`config.mk`:
```
export PLATFORM = sky130hd
export DESIGN_NAME = sof_formatter
export DESIGN_NICKNAME = d
export VERILOG_FILES = /design/src/sof_pkg.sv /design/src/sof_formatter.sv /design/src/sof_pin_sync.sv /design/src/sof_ctrl_sel.sv
export SDC_FILE = /design/constraint.sdc
export NUM_CORES = 1
export LEC_CHECK = 0
export BUFFER_PORTS_ARGS = -buffer_cell sky130_fd_sc_hd__buf_2
export CORE_MARGIN = 3
export CORE_UTILIZATION = 30
export DETAILED_ROUTE_END_ITERATION = 8
export GPL_ROUTABILITY_DRIVEN = 0
export GPL_TIMING_DRIVEN = 0
export PLACE_DENSITY = 0.43
export SYNTH_ARGS = -nofsm -noshare
export SYNTH_HDL_FRONTEND = slang
export SYNTH_SLANG_ARGS = --single-unit
```
`constraint.sdc`:
```
create_clock -name clk -period 3.6 [get_ports clk]
set_input_delay 0 -clock clk [delete_from_list [all_inputs] [get_ports clk]]
set_output_delay 0 -clock clk [all_outputs]
set_load 0.02 [all_outputs]
```
`src/sof_pkg.sv`:
```
package sof_pkg;

  // Register offsets on the serial control port (15-bit address space)
  localparam logic [14:0] ADDR_UP1_LO = 15'h0551;
  localparam logic [14:0] ADDR_UP1_HI = 15'h0552;
  localparam logic [14:0] ADDR_UP2_LO = 15'h0553;
  localparam logic [14:0] ADDR_UP2_HI = 15'h0554;
  localparam logic [14:0] ADDR_UP3_LO = 15'h0555;
  localparam logic [14:0] ADDR_UP3_HI = 15'h0556;
  localparam logic [14:0] ADDR_UP4_LO = 15'h0557;
  localparam logic [14:0] ADDR_UP4_HI = 15'h0558;
  localparam logic [14:0] ADDR_CBS_LO = 15'h0559;
  localparam logic [14:0] ADDR_CBS_HI = 15'h055A;
  localparam logic [14:0] ADDR_SMP_FMT = 15'h0561;
  localparam logic [14:0] ADDR_OVR_CLR = 15'h0562;
  localparam logic [14:0] ADDR_OVR_STS = 15'h0563;

  // Reset values
  localparam logic [7:0] RST_UP = 8'h00;
  localparam logic [7:0] RST_CBS_LO = 8'h00;
  localparam logic [3:0] RST_CBS_HI = 4'h1;
  localparam logic [7:0] RST_SMP_FMT = 8'h01;
  localparam logic [7:0] RST_OVR_CLR = 8'h00;
  localparam logic [7:0] RST_OVR_STS = 8'h00;

  // Field positions
  localparam int CB0_LSB = 0;
  localparam int CB1_LSB = 4;
  localparam int CB2_LSB = 0;
  localparam int SEL_W = 4;
  localparam int INV_BIT = 2;
  localparam int FMT_LSB = 0;
  localparam int FMT_W = 2;

  // Control bit source codes
  localparam logic [3:0] SEL_TIE_LOW = 4'h0;
  localparam logic [3:0] SEL_OVERRANGE = 4'h1;
  localparam logic [3:0] SEL_SIG_MON = 4'h2;
  localparam logic [3:0] SEL_FAST_DET = 4'h3;
  localparam logic [3:0] SEL_SYSREF = 4'h5;

  // Output coding codes
  localparam logic [1:0] FMT_OFFSET_BIN = 2'h0;
  localparam logic [1:0] FMT_TWOS_COMP = 2'h1;

  // Test mode code for user patterns and repeat control values
  localparam logic [3:0] TEST_USER_PAT = 4'h8;
  localparam logic REPEAT_CONT = 1'h0;
  localparam logic REPEAT_SINGLE = 1'h1;

  localparam int NUM_PAT = 4;
  localparam int NUM_VCONV = 8;
  localparam logic [1:0] PAT_LAST = 2'h3;

  // One converter sample with its flags, as delivered by the cores
  typedef struct packed {
    logic [2:0] conv_idx;
    logic [15:0] data;
    logic overrange;
    logic sig_mon;
    logic fast_detect_flag;
  } sof_sample_s;

  // Formatted output word to the link framer
  typedef struct packed {
    logic [15:0] data;
    logic [2:0] ctrl;
  } sof_out_s;

  // Pattern sequencer states
  typedef enum logic [2:0] {
    PS_NORMAL = 3'b001,
    PS_PLAY = 3'b010,
    PS_ZERO = 3'b100
  } sof_pat_e;

endpackage

```
`src/sof_formatter.sv`:
```
`timescale 1ns/1ps
`default_nettype none

module sof_formatter (
  // Clock and reset
  input wire logic clk,
  input wire logic sys_rst,
  // Register port from the serial control port engine
  input wire logic [14:0] reg_addr,
  input wire logic [7:0] reg_wdata,
  input wire logic reg_wr,
  input wire logic reg_rd,
  output logic [7:0] reg_rdata,
  output logic reg_rd_valid,
  // Test mode settings held elsewhere in the device
  input wire logic [3:0] test_mode_sel,
  input wire logic pattern_repeat,
  // SYSREF pin
  input wire logic sysref_pin,
  // Sample stream from the converter cores
  input wire logic smp_valid,
  input wire sof_pkg::sof_sample_s smp_in,
  // Formatted stream to the link framer
  output logic out_valid,
  output sof_pkg::sof_out_s out_word
);

  // Register storage
  logic [7:0] pat_lo_q [sof_pkg::NUM_PAT];
  logic [7:0] pat_hi_q [sof_pkg::NUM_PAT];
  logic [7:0] cbs_lo_q;
  logic [3:0] cbs_hi_q;
  logic [7:0] smp_fmt_q;
  logic [7:0] ovr_clr_q;
  logic [7:0] ovr_sts_q;
  logic [7:0] ovr_sts_d;

  // Pattern words and their read lanes
  logic [15:0] pat_word [sof_pkg::NUM_PAT];
  logic [7:0] pat_rd [sof_pkg::NUM_PAT];

  // Pattern sequencer state
  sof_pkg::sof_pat_e pat_state_q;
  sof_pkg::sof_pat_e pat_state_d;
  logic [1:0] pat_idx_q;
  logic [1:0] pat_idx_d;

  // Sample path and output stage
  logic sysref_sync;
  logic [2:0] ctrl_bits;
  logic out_valid_d;
  sof_pkg::sof_out_s out_word_d;

  // Register read path
  logic [7:0] rdata_d;

  // Write strobes for the single-byte control registers
  wire logic wr_cbs_lo = reg_wr && (reg_addr == sof_pkg::ADDR_CBS_LO);
  wire logic wr_cbs_hi = reg_wr && (reg_addr == sof_pkg::ADDR_CBS_HI);
  wire logic wr_smp_fmt = reg_wr && (reg_addr == sof_pkg::ADDR_SMP_FMT);
  wire logic wr_ovr_clr = reg_wr && (reg_addr == sof_pkg::ADDR_OVR_CLR);

  // Read address hits; the status register has no write strobe, so writes to it are dropped
  wire logic rd_cbs_lo = (reg_addr == sof_pkg::ADDR_CBS_LO);
  wire logic rd_cbs_hi = (reg_addr == sof_pkg::ADDR_CBS_HI);
  wire logic rd_smp_fmt = (reg_addr == sof_pkg::ADDR_SMP_FMT);
  wire logic rd_ovr_clr = (reg_addr == sof_pkg::ADDR_OVR_CLR);
  wire logic rd_ovr_sts = (reg_addr == sof_pkg::ADDR_OVR_STS);

  // User pattern bytes: the two bytes of each pattern sit at consecutive offsets
  for (genvar g = 0; g < sof_pkg::NUM_PAT; g++) begin : gen_pat
    localparam logic [14:0] LO_ADDR = 15'(sof_pkg::ADDR_UP1_LO + 15'(2 * g));
    localparam logic [14:0] HI_ADDR = 15'(sof_pkg::ADDR_UP1_HI + 15'(2 * g));
    wire logic wr_lo = reg_wr && (reg_addr == LO_ADDR);
    wire logic wr_hi = reg_wr && (reg_addr == HI_ADDR);

    // Both bytes reset to zero
    always_ff @(posedge clk) begin
      if (sys_rst) begin
        pat_lo_q[g] <= sof_pkg::RST_UP;
        pat_hi_q[g] <= sof_pkg::RST_UP;
      end else begin
        if (wr_lo) begin
          pat_lo_q[g] <= reg_wdata;
        end
        if (wr_hi) begin
          pat_hi_q[g] <= reg_wdata;
        end
      end
    end

    // Whole word for the sequencer and byte lanes for the read mux
    assign pat_word[g] = {pat_hi_q[g], pat_lo_q[g]};
    assign pat_rd[g] = ({8{reg_addr == LO_ADDR}} & pat_lo_q[g]) | ({8{reg_addr == HI_ADDR}} & pat_hi_q[g]);
  end

  // Control registers; the upper nibble of the second select register is not stored
  // because it is reserved and must always read back as zero
  always_ff @(posedge clk) begin
    if (sys_rst) begin
      cbs_lo_q <= sof_pkg::RST_CBS_LO;
      cbs_hi_q <= sof_pkg::RST_CBS_HI;
      smp_fmt_q <= sof_pkg::RST_SMP_FMT;
      ovr_clr_q <= sof_pkg::RST_OVR_CLR;
    end else begin
      if (wr_cbs_lo) begin
        cbs_lo_q <= reg_wdata;
      end
      if (wr_cbs_hi) begin
        cbs_hi_q <= reg_wdata[3:0];
      end
      if (wr_smp_fmt) begin
        smp_fmt_q <= reg_wdata;
      end
      if (wr_ovr_clr) begin
        ovr_clr_q <= reg_wdata;
      end
    end
  end

  // Field views of the control registers
  wire logic [3:0] sel_cb0 = cbs_lo_q[sof_pkg::CB0_LSB +: sof_pkg::SEL_W];
  wire logic [3:0] sel_cb1 = cbs_lo_q[sof_pkg::CB1_LSB +: sof_pkg::SEL_W];
  wire logic [3:0] sel_cb2 = cbs_hi_q[sof_pkg::CB2_LSB +: sof_pkg::SEL_W];
  wire logic invert_en = smp_fmt_q[sof_pkg::INV_BIT];
  wire logic [1:0] fmt_sel = smp_fmt_q[sof_pkg::FMT_LSB +: sof_pkg::FMT_W];

  // One-hot of the virtual converter whose sample came in overranged
  wire logic [7:0] ovr_hit = (smp_valid && smp_in.overrange) ? (8'h01 << smp_in.conv_idx) : 8'h00;

  // Clear is a level, so a held clear bit keeps the flag low;
  // a new overrange still wins over the clear so no event is ever lost
  assign ovr_sts_d = (ovr_sts_q & ~ovr_clr_q) | ovr_hit;

  // Sticky status, read only from the bus side
  always_ff @(posedge clk) begin
    if (sys_rst) begin
      ovr_sts_q <= sof_pkg::RST_OVR_STS;
    end else begin
      ovr_sts_q <= ovr_sts_d;
    end
  end

  // SYSREF arrives from a pin, so it is filtered before it can steer a control bit
  sof_pin_sync u_sysref_sync (
    .clk(clk),
    .sys_rst(sys_rst),
    .pin_in(sysref_pin),
    .level_out(sysref_sync)
  );

  // Control bit 0 source
  sof_ctrl_sel u_cb0 (
    .sel(sel_cb0),
    .overrange(smp_in.overrange),
    .sig_mon(smp_in.sig_mon),
    .fast_detect_flag(smp_in.fast_detect_flag),
    .sysref(sysref_sync),
    .bit_out(ctrl_bits[0])
  );

  // Control bit 1 source
  sof_ctrl_sel u_cb1 (
    .sel(sel_cb1),
    .overrange(smp_in.overrange),
    .sig_mon(smp_in.sig_mon),
    .fast_detect_flag(smp_in.fast_detect_flag),
    .sysref(sysref_sync),
    .bit_out(ctrl_bits[1])
  );

  // Control bit 2 source
  sof_ctrl_sel u_cb2 (
    .sel(sel_cb2),
    .overrange(smp_in.overrange),
    .sig_mon(smp_in.sig_mon),
    .fast_detect_flag(smp_in.fast_detect_flag),
    .sysref(sysref_sync),
    .bit_out(ctrl_bits[2])
  );

  // Inversion comes first, then coding; offset binary is the sign bit flipped
  wire logic [15:0] inv_data = invert_en ? ~smp_in.data : smp_in.data;
  // Unlisted format codes are left as twos complement, the safe default
  wire logic [15:0] coded_data = (fmt_sel == sof_pkg::FMT_OFFSET_BIN) ? {~inv_data[15], inv_data[14:0]} : inv_data;

  // User pattern mode decode and sequencer views
  wire logic pat_mode = (test_mode_sel == sof_pkg::TEST_USER_PAT);
  wire logic in_play = (pat_state_q == sof_pkg::PS_PLAY);
  wire logic in_zero = (pat_state_q == sof_pkg::PS_ZERO);
  wire logic at_last = (pat_idx_q == sof_pkg::PAT_LAST);
  wire logic single_run = (pattern_repeat == sof_pkg::REPEAT_SINGLE);

  // Sequencer next state; leaving the test mode returns at once to sample traffic
  always_comb begin
    pat_state_d = pat_state_q;
    pat_idx_d = pat_idx_q;
    case (pat_state_q)
      sof_pkg::PS_NORMAL: begin
        if (pat_mode) begin
          pat_state_d = sof_pkg::PS_PLAY;
          pat_idx_d = 2'h0;
        end
      end
      sof_pkg::PS_PLAY: begin
        if (!pat_mode) begin
          pat_state_d = sof_pkg::PS_NORMAL;
          pat_idx_d = 2'h0;
        end else if (at_last) begin
          pat_idx_d = 2'h0;
          if (single_run) begin
            pat_state_d = sof_pkg::PS_ZERO;
          end
        end else begin
          pat_idx_d = pat_idx_q + 2'h1;
        end
      end
      sof_pkg::PS_ZERO: begin
        if (!pat_mode) begin
          pat_state_d = sof_pkg::PS_NORMAL;
        end
      end
      default: begin
        pat_state_d = sof_pkg::PS_NORMAL;
        pat_idx_d = 2'h0;
      end
    endcase
  end

  // Sequencer registers
  always_ff @(posedge clk) begin
    if (sys_rst) begin
      pat_state_q <= sof_pkg::PS_NORMAL;
      pat_idx_q <= 2'h0;
    end else begin
      pat_state_q <= pat_state_d;
      pat_idx_q <= pat_idx_d;
    end
  end

  // Pattern data: each pattern for one clock, then zeros once a single run is done
  wire logic [15:0] pat_data = in_play ? pat_word[pat_idx_q] : 16'h0000;
  wire logic pat_active = pat_mode && (in_play || in_zero);

  // In the test mode converter samples are dropped; the control bits read zero there
  assign out_valid_d = pat_mode ? pat_active : smp_valid;
  assign out_word_d = pat_mode ? sof_pkg::sof_out_s'{data: pat_data, ctrl: 3'h0}
                               : sof_pkg::sof_out_s'{data: coded_data, ctrl: ctrl_bits};

  // Output stage; the word holds between samples to keep the link lanes quiet
  always_ff @(posedge clk) begin
    if (sys_rst) begin
      out_valid <= 1'h0;
      out_word <= '0;
    end else begin
      out_valid <= out_valid_d;
      if (out_valid_d) begin
        out_word <= out_word_d;
      end
    end
  end

  // Read data mux: address hits are one-hot, so the lanes can simply be ORed
  assign rdata_d = pat_rd[0] | pat_rd[1] | pat_rd[2] | pat_rd[3]
                 | ({8{rd_cbs_lo}} & cbs_lo_q)
                 | ({8{rd_cbs_hi}} & {4'h0, cbs_hi_q})
                 | ({8{rd_smp_fmt}} & smp_fmt_q)
                 | ({8{rd_ovr_clr}} & ovr_clr_q)
                 | ({8{rd_ovr_sts}} & ovr_sts_q);

  // Read answer comes one clock after the strobe is sampled;
  // the data holds until the next read so a slow master can still take it
  always_ff @(posedge clk) begin
    if (sys_rst) begin
      reg_rd_valid <= 1'h0;
      reg_rdata <= 8'h00;
    end else begin
      reg_rd_valid <= reg_rd;
      if (reg_rd) begin
        reg_rdata <= rdata_d;
      end
    end
  end

endmodule

`default_nettype wire

```
`src/sof_pin_sync.sv`:
```
`timescale 1ns/1ps
`default_nettype none

module sof_pin_sync (
  // Clock and reset
  input wire logic clk,
  input wire logic sys_rst,
  // Asynchronous pin and its filtered level
  input wire logic pin_in,
  output logic level_out
);

  logic s1_q;
  logic s2_q;
  logic s3_q;

  // Three stages; first stage only feeds the second to keep metastability contained
  always_ff @(posedge clk) begin
    if (sys_rst) begin
      s1_q <= 1'h0;
      s2_q <= 1'h0;
      s3_q <= 1'h0;
      level_out <= 1'h0;
    end else begin
      s1_q <= pin_in;
      s2_q <= s1_q;
      s3_q <= s2_q;
      if (s2_q == s3_q) begin
        level_out <= s3_q; // Change accepted once two stages agree
      end
    end
  end

endmodule

`default_nettype wire

```
`src/sof_ctrl_sel.sv`:
```
`timescale 1ns/1ps
`default_nettype none

module sof_ctrl_sel (
  // Source select code
  input wire logic [3:0] sel,
  // Candidate sources
  input wire logic overrange,
  input wire logic sig_mon,
  input wire logic fast_detect_flag,
  input wire logic sysref,
  // Chosen control bit
  output logic bit_out
);

  wire logic is_ovr = (sel == sof_pkg::SEL_OVERRANGE);
  wire logic is_mon = (sel == sof_pkg::SEL_SIG_MON);
  wire logic is_fd = (sel == sof_pkg::SEL_FAST_DET);
  wire logic is_sr = (sel == sof_pkg::SEL_SYSREF);

  // Tie-low and every unlisted code fall through to zero
  assign bit_out = (is_ovr & overrange) | (is_mon & sig_mon) | (is_fd & fast_detect_flag) | (is_sr & sysref);

endmodule

`default_nettype wire

```
# Word level (Yosys, flattened, before mapping)
# Memories as Yosys holds them, arrays and structs flattened.
# Cells that the tools add are included.
# totals
ff_bits	74
ram_bits	64
output_inout_bits	29
mem_count	2
# op_classes
add_sub_neg	1
magnitude_cmp	1
eq_ne	35
shift	1
muxes	53
n_bitwise	61
n_reduce_logical	18
# mem_list
name	depth	width	read_ports	rd_ports_with_merged_regs	wr	line	source
pat_hi_q	4	8	4	0	4	sof_formatter.sv:30	logic [7:0] pat_hi_q [sof_pkg::NUM_PAT];
pat_lo_q	4	8	4	0	4	sof_formatter.sv:29	logic [7:0] pat_lo_q [sof_pkg::NUM_PAT];
# ops
operator	n
15-bit by 11-bit equality test with 1-bit output, second input constant	13
8-bit AND	13
8-bit bitwise OR	13
16-bit 2-to-1 mux	5
8-bit 2-to-1 mux	9
16-bit binary-select mux with 2-bit select	1
1-bit 2-to-1 mux	27
4-bit by 2-bit equality test with 1-bit output, second input constant	6
19-bit 2-to-1 mux	1
1-bit bitwise OR	17
16-bit NOT	1
3-bit 2-to-1 mux	5
1-bit logical AND	14
1-bit AND	12
4-bit by 1-bit equality test with 1-bit output, second input constant	3
4-bit by 3-bit equality test with 1-bit output, second input constant	3
3-bit one-hot mux with 3 select lines	1
8-bit by 4-bit AND with 8-bit output	1
8-bit NOT	1
1-bit by 3-bit left shift with 8-bit output, first input constant	1
2-bit 2-to-1 mux	3
2-bit one-hot mux with 3 select lines	1
4-bit equality test, second input constant	1
2-bit inequality test, second input constant	2
15 further kinds	16

# Logic depth before layout (Yosys ltp)
# logic_depth
word_depth	11
ltp_mapped	8
depth_no_buf	6

# Modules after synthesis
# Synthesis repeated with hierarchy kept, for this count alone.
# hier_totals
cells_unflattened	665
area_unflattened_um2	7076.8
# modules_own_cells
module	instances	cells_per_inst	area_each_um2	seq_area_each_um2
sof_formatter	1	634	6825.3	3323.2
sof_ctrl_sel	3	7	46.3	0.0
sof_pin_sync	1	10	112.6	80.1

# Worst setup path after synthesis
# No wires, ideal clock.
# synth_path
path_type	register to register
startpoint	register pat_idx_q[0]
endpoint	register out_word[11] (netlist name)
setup_ns	0.132
arrival_time_ns	1.951
t_required_ns	3.468
setup_slack_ns	1.517
path_stages_with_launch	6
n_path_buf	2
synth_period_minus_slack_ns	2.083
cell_sequence	dfxtp_1 buf_2 clkbuf_1 mux4_2 a221oi_1 nor3_1
# synth_between
elab_chain_len	6
# synth_lines
item	line	source
start, declared	sof_formatter.sv:45	logic [1:0] pat_idx_q;
start signal, assigned	sof_formatter.sv:237	pat_idx_q <= pat_idx_d;
2-bit NOT with 3-bit output (implied by the code)	sof_formatter.sv:242	wire logic [15:0] pat_data = in_play ? pat_word[pat_idx_q] : 16'h0000;
16-bit binary-select mux with 2-bit select	sof_formatter.sv:242	
16-bit 2-to-1 mux (implied by the code) (2 in series)	sof_formatter.sv:242	
16-bit 2-to-1 mux	sof_formatter.sv:242	
19-bit 2-to-1 mux	sof_formatter.sv:247	assign out_word_d = pat_mode ? sof_pkg::sof_out_s'{data: pat_data, ctrl: 3'h0}
end signal, assigned	sof_formatter.sv:258	out_word <= out_word_d;
end, declared	sof_formatter.sv:25	output sof_pkg::sof_out_s out_word
# Every way passes these cells. The select of a mux whose other input is x is not followed.
# A chain may end at the register's enable or synchronous reset.

# Worst setup path in the final report
# layout_path
startpoint	register pat_idx_q[0]
endpoint	register out_word[12] (netlist name)
# Same word-level chain as after synthesis.

==> run summary <==
The run gives 0 as the count of buffers added by post-CTS timing repair for setup. In this run, CTS created clock tree buffers numbering 17. The fraction of synthesis flops using an asynchronous set or reset pin was 0%. The die covers 25200 µm². By area, the combinational part of the netlist is dominated by simple AND/OR/NAND/NOR gates. Cell family with the largest share of critical-path delay: buffers and inverters. Summing the sequential cell areas from Yosys gives 48.7% of the chip area.

STA puts the critical path data required time at 3.87 ns. The net count of the finished layout is 834. TritonCTS built the clock tree.

The logs give 0 for the count of final hold-check violations and 8500 µm² for the final non-filler cell area. The tools report the initial antenna violation count as 0. The routed via count divided by cell count is 5.31. The flop and latch count out of synthesis came out at 138. Post-CTS repair changed the size of 0 cells. For the number of failing setup endpoints in the final timing report, the log shows 0. The mean post-synth cell area works out to 10.5 µm². After detailed routing, the number of remaining DRC violations is 0.

The largest vdd supply drop was 271 µV; the power after layout was 3.81 mW. For the fmax, the log shows 373 MHz. For this design the ratio of total power to cell area is 448 nW/µm². The via count of the first global-routing pass was 5741.

The flow ran to the end, and the final reports show no timing, DRC or antenna violations. The count of pins over their slew limit came out at 0. In the finished design, the share of the clock period the worst path needs comes to 74.5%. The post-synthesis adder-cell area fraction was 0.179%.

The cell with the largest stage delay on the worst path was sky130_fd_sc_hd__clkbuf_1. Global routing used 20.7% of the available tracks. In this run the worst path has a maximum fanout of 10. The signal on the critical path passes through buf_2 -> clkbuf_1 -> mux4_2 -> a221oi_1 -> nor3_1. The aggregate negative setup slack is 0 ns, and the clock-pin slew on the worst setup and hold paths is 0.06 ns.

In this run the tightest slew margin relative to its limit is 9.95%. The number of antenna diodes in the final layout is 0. The startpoint class of the critical path was a flop. The total overflow left after global routing is 0. For this run, the number of Yosys warnings is 0. Clock latency on the worst-skew pair, taken at its later pin, is 0.43 ns. The top cell type's share of synthesized area came out at 27.5%. Sorting the synthesized cells by area gives the leading types as sky130_fd_sc_hd__edfxtp_1 28%, sky130_fd_sc_hd__dfxtp_1 21%, sky130_fd_sc_hd__and2_1 5.9%. For the final database, setup skew stands at 0.0137 ns.

The worst hold path belongs to the class primary input to flop. In this run, distinct cell masters in the synthesized netlist total 59. In this run, post-CTS hold repair placed 13 buffers. Across the run, the number of max-cap violations was 0.

Of the post-synthesis cell area, the part taken by muxes is 7.38%. The detail-routed net length per standard cell came out at 23.3 µm. The run gives 30.7% as the initial cell density of the core. After floorplanning, the core was divided into 55 placement rows. After Yosys synthesis, and, or, nand and nor cells account for 23.1% of the synthesized area.

The die height works out to 159 µm. Of all cell types, the one taking the most synthesized area is sky130_fd_sc_hd__edfxtp_1. Setup repair after global routing left no endpoint under its margin. The tools report the number of buffers between clock root and the deepest sink as 2. The largest single stage delay on the critical path is 0.73 ns. The area added between synthesis and finish was 21.7%; the synthesized net count was 720. Among all flip-flop cells after synthesis, the most frequent one is sky130_fd_sc_hd__dfxtp_1.

The detail route stage leaves a number of antenna-violating nets equal to 0. For the gate count of the mapped netlist, the log shows 663. The analysis attributes to cell leakage a power of 3.04 nW. The buffer and inverter count on the worst path is 2, and the number of placed I/O pins is 85.

The run gives 2.95 ns as the signal arrival time at the worst endpoint. The number of H-tree levels is 4, and the count of buffers inserted at the top-level ports is 82. For this block, the via count after detailed routing is 5852.

The run gives 22800 µm² as the area of the core. Detailed placement ended at an HPWL of 19.8 mm. Entering global routing, the biggest net connects 17 pins. The die extent in x was 159 µm.

By instance count, the leading cell after synthesis is sky130_fd_sc_hd__dfxtp_1. Summing the areas of all xor and xnor instances in the mapped netlist gives 2.26% of the synthesized area. The tools report the clock root buffer as sky130_fd_sc_hd__clkbuf_16. Wires add up to 25.7 mm.

The first detailed-routing pass took 6 iterations. The commonest cells after synthesis are 74 x sky130_fd_sc_hd__dfxtp_1, 66 x sky130_fd_sc_hd__and2_1, 66 x sky130_fd_sc_hd__nor2_1. Summing the areas of all compound-gate instances in the mapped netlist gives 14.5% of the synthesized area. The first global-routing pass estimated 37.6 mm of wire.

The run gives 7790 µm² as the post-placement cell area. STA classifies the critical path endpoint as a flop. At the pin with the least slew margin, the transition time is 1.34 ns. After the first detailed-routing iteration, the DRC count stood at 551. The share of final-layout standard cells stronger than drive strength 1 was 20.0%. The clock net in this run drives a total of 138 sinks. The critical path class was flop to flop. The total standard cell area after synthesis is 6990 µm², and the final critical-path required period is 2.68 ns. Yosys mapped a number of flops with a built-in enable equal to 64. Share of the core filled with cells in the final layout: 37.3%.
-- report_power, final --
group	total [mW]	internal [mW]	switching, mW
clock	1.74	1.02	0.718
sequential	1.75	1.70	0.0492
combinational	0.323	0.115	0.208
total	3.81	2.84	0.976
-- layout by cell type, fill, tap and decap left out, types with 13 or more instances in the layout --
master,netlist,layout
sky130_fd_sc_hd__mux4_2,17,17
sky130_fd_sc_hd__buf_2,6,88
sky130_fd_sc_hd__and2_1,66,66
sky130_fd_sc_hd__edfxtp_1,64,64
sky130_fd_sc_hd__inv_1,13,13
sky130_fd_sc_hd__nor2b_1,16,16
sky130_fd_sc_hd__nor3_1,18,18
sky130_fd_sc_hd__a22oi_1,14,14
sky130_fd_sc_hd__clkbuf_1,38,39
sky130_fd_sc_hd__nand2_1,27,27
sky130_fd_sc_hd__dlygate4sd3_1,0,13
sky130_fd_sc_hd__dfxtp_1,74,74
sky130_fd_sc_hd__xor2_1,15,15
sky130_fd_sc_hd__clkbuf_16,0,17
sky130_fd_sc_hd__a221oi_1,24,24
sky130_fd_sc_hd__nor2_1,66,66
sky130_fd_sc_hd__nand3_1,16,16
sky130_fd_sc_hd__a21oi_1,49,49
-- routing by layer --
metal  vias up  part of all wire [%]  routed length, µm  GRT usage [%]
met5         -                     0                  0              0
met4         0                   2.0                527           6.27
met3        32                   4.8               1240           3.32
li1       2716                     -                  -              -
met2       191                    47              12200           34.3
met1      2913                    46              11800           28.0
-- stage by stage --
step / hold WS, ns / cells / setup WS, ns
after global routing: 0.0617 / 1103 / 0.696
after detailed placement: 0.228 / 1058 / 0.788
after global placement: 0.220 / 1058 / 0.679
final: 0.0265 / 1103 / 0.919
after floorplan: 0.118 / 663 / 1.52
after CTS: 0.0228 / 1103 / 0.881
-- sequential cells by signal (all words and copies together) (netlist names) --
name and cells:
u_sysref_sync.s2_q 1, cbs_lo_q 8, pat_idx_q 2, out_valid 1, pat_lo_q 32, pat_state_q 3, u_sysref_sync.s3_q 1, cbs_hi_q 4
reg_rdata 8, reg_rd_valid 1, u_sysref_sync.s1_q 1, out_word 19, ovr_clr_q 8, ovr_sts_q 8, smp_fmt_q 8, pat_hi_q 32
u_sysref_sync.level_out 1
-- final timing paths --
check                           slack [ns]  depth (start not counted)                            end                     startpoint
worst max-delay path                  0.92                          5      out_word[12]$_SDFFE_PP0P_      pat_idx_q[0]$_SDFFE_PP0P_
worst min-delay path                  0.03                          3      smp_fmt_q[0]$_SDFFE_PP1P_                         reg_wr
worst max register to register        0.92                          5      out_word[12]$_SDFFE_PP0P_      pat_idx_q[0]$_SDFFE_PP0P_
worst min register to register        0.44                          1  u_sysref_sync.s2_q$_SDFF_PP0_  u_sysref_sync.s1_q$_SDFF_PP0_
-- worst min-delay path: stages --
cell,delay [ns]
sky130_fd_sc_hd__buf_2,0.15
sky130_fd_sc_hd__and3_1,0.17
sky130_fd_sc_hd__a211o_1,0.09
-- logic make-up after synthesis --
group / after synthesis
AND/OR/NAND/NOR: 267
AO/OA/AOI/OAI: 144
flip-flops: 138
buffers and inverters: 65
multiplexers: 30
XOR/XNOR: 18
adder cells (fa/ha/maj): 1
-- final cells by class --
class                           instances  area, µm²
Fill cell                            2291      14300
Sequential cell                       138       3400
Multi-Input combinational cell        460       3320
Timing Repair Buffer                   95        541
Clock buffer                           18        429
Tap cell                              313        392
Buffer                                 51        218
Clock inverter                         14        148
Inverter                               14       52.6
Note: power is estimated with default switching activity, not from simulation.
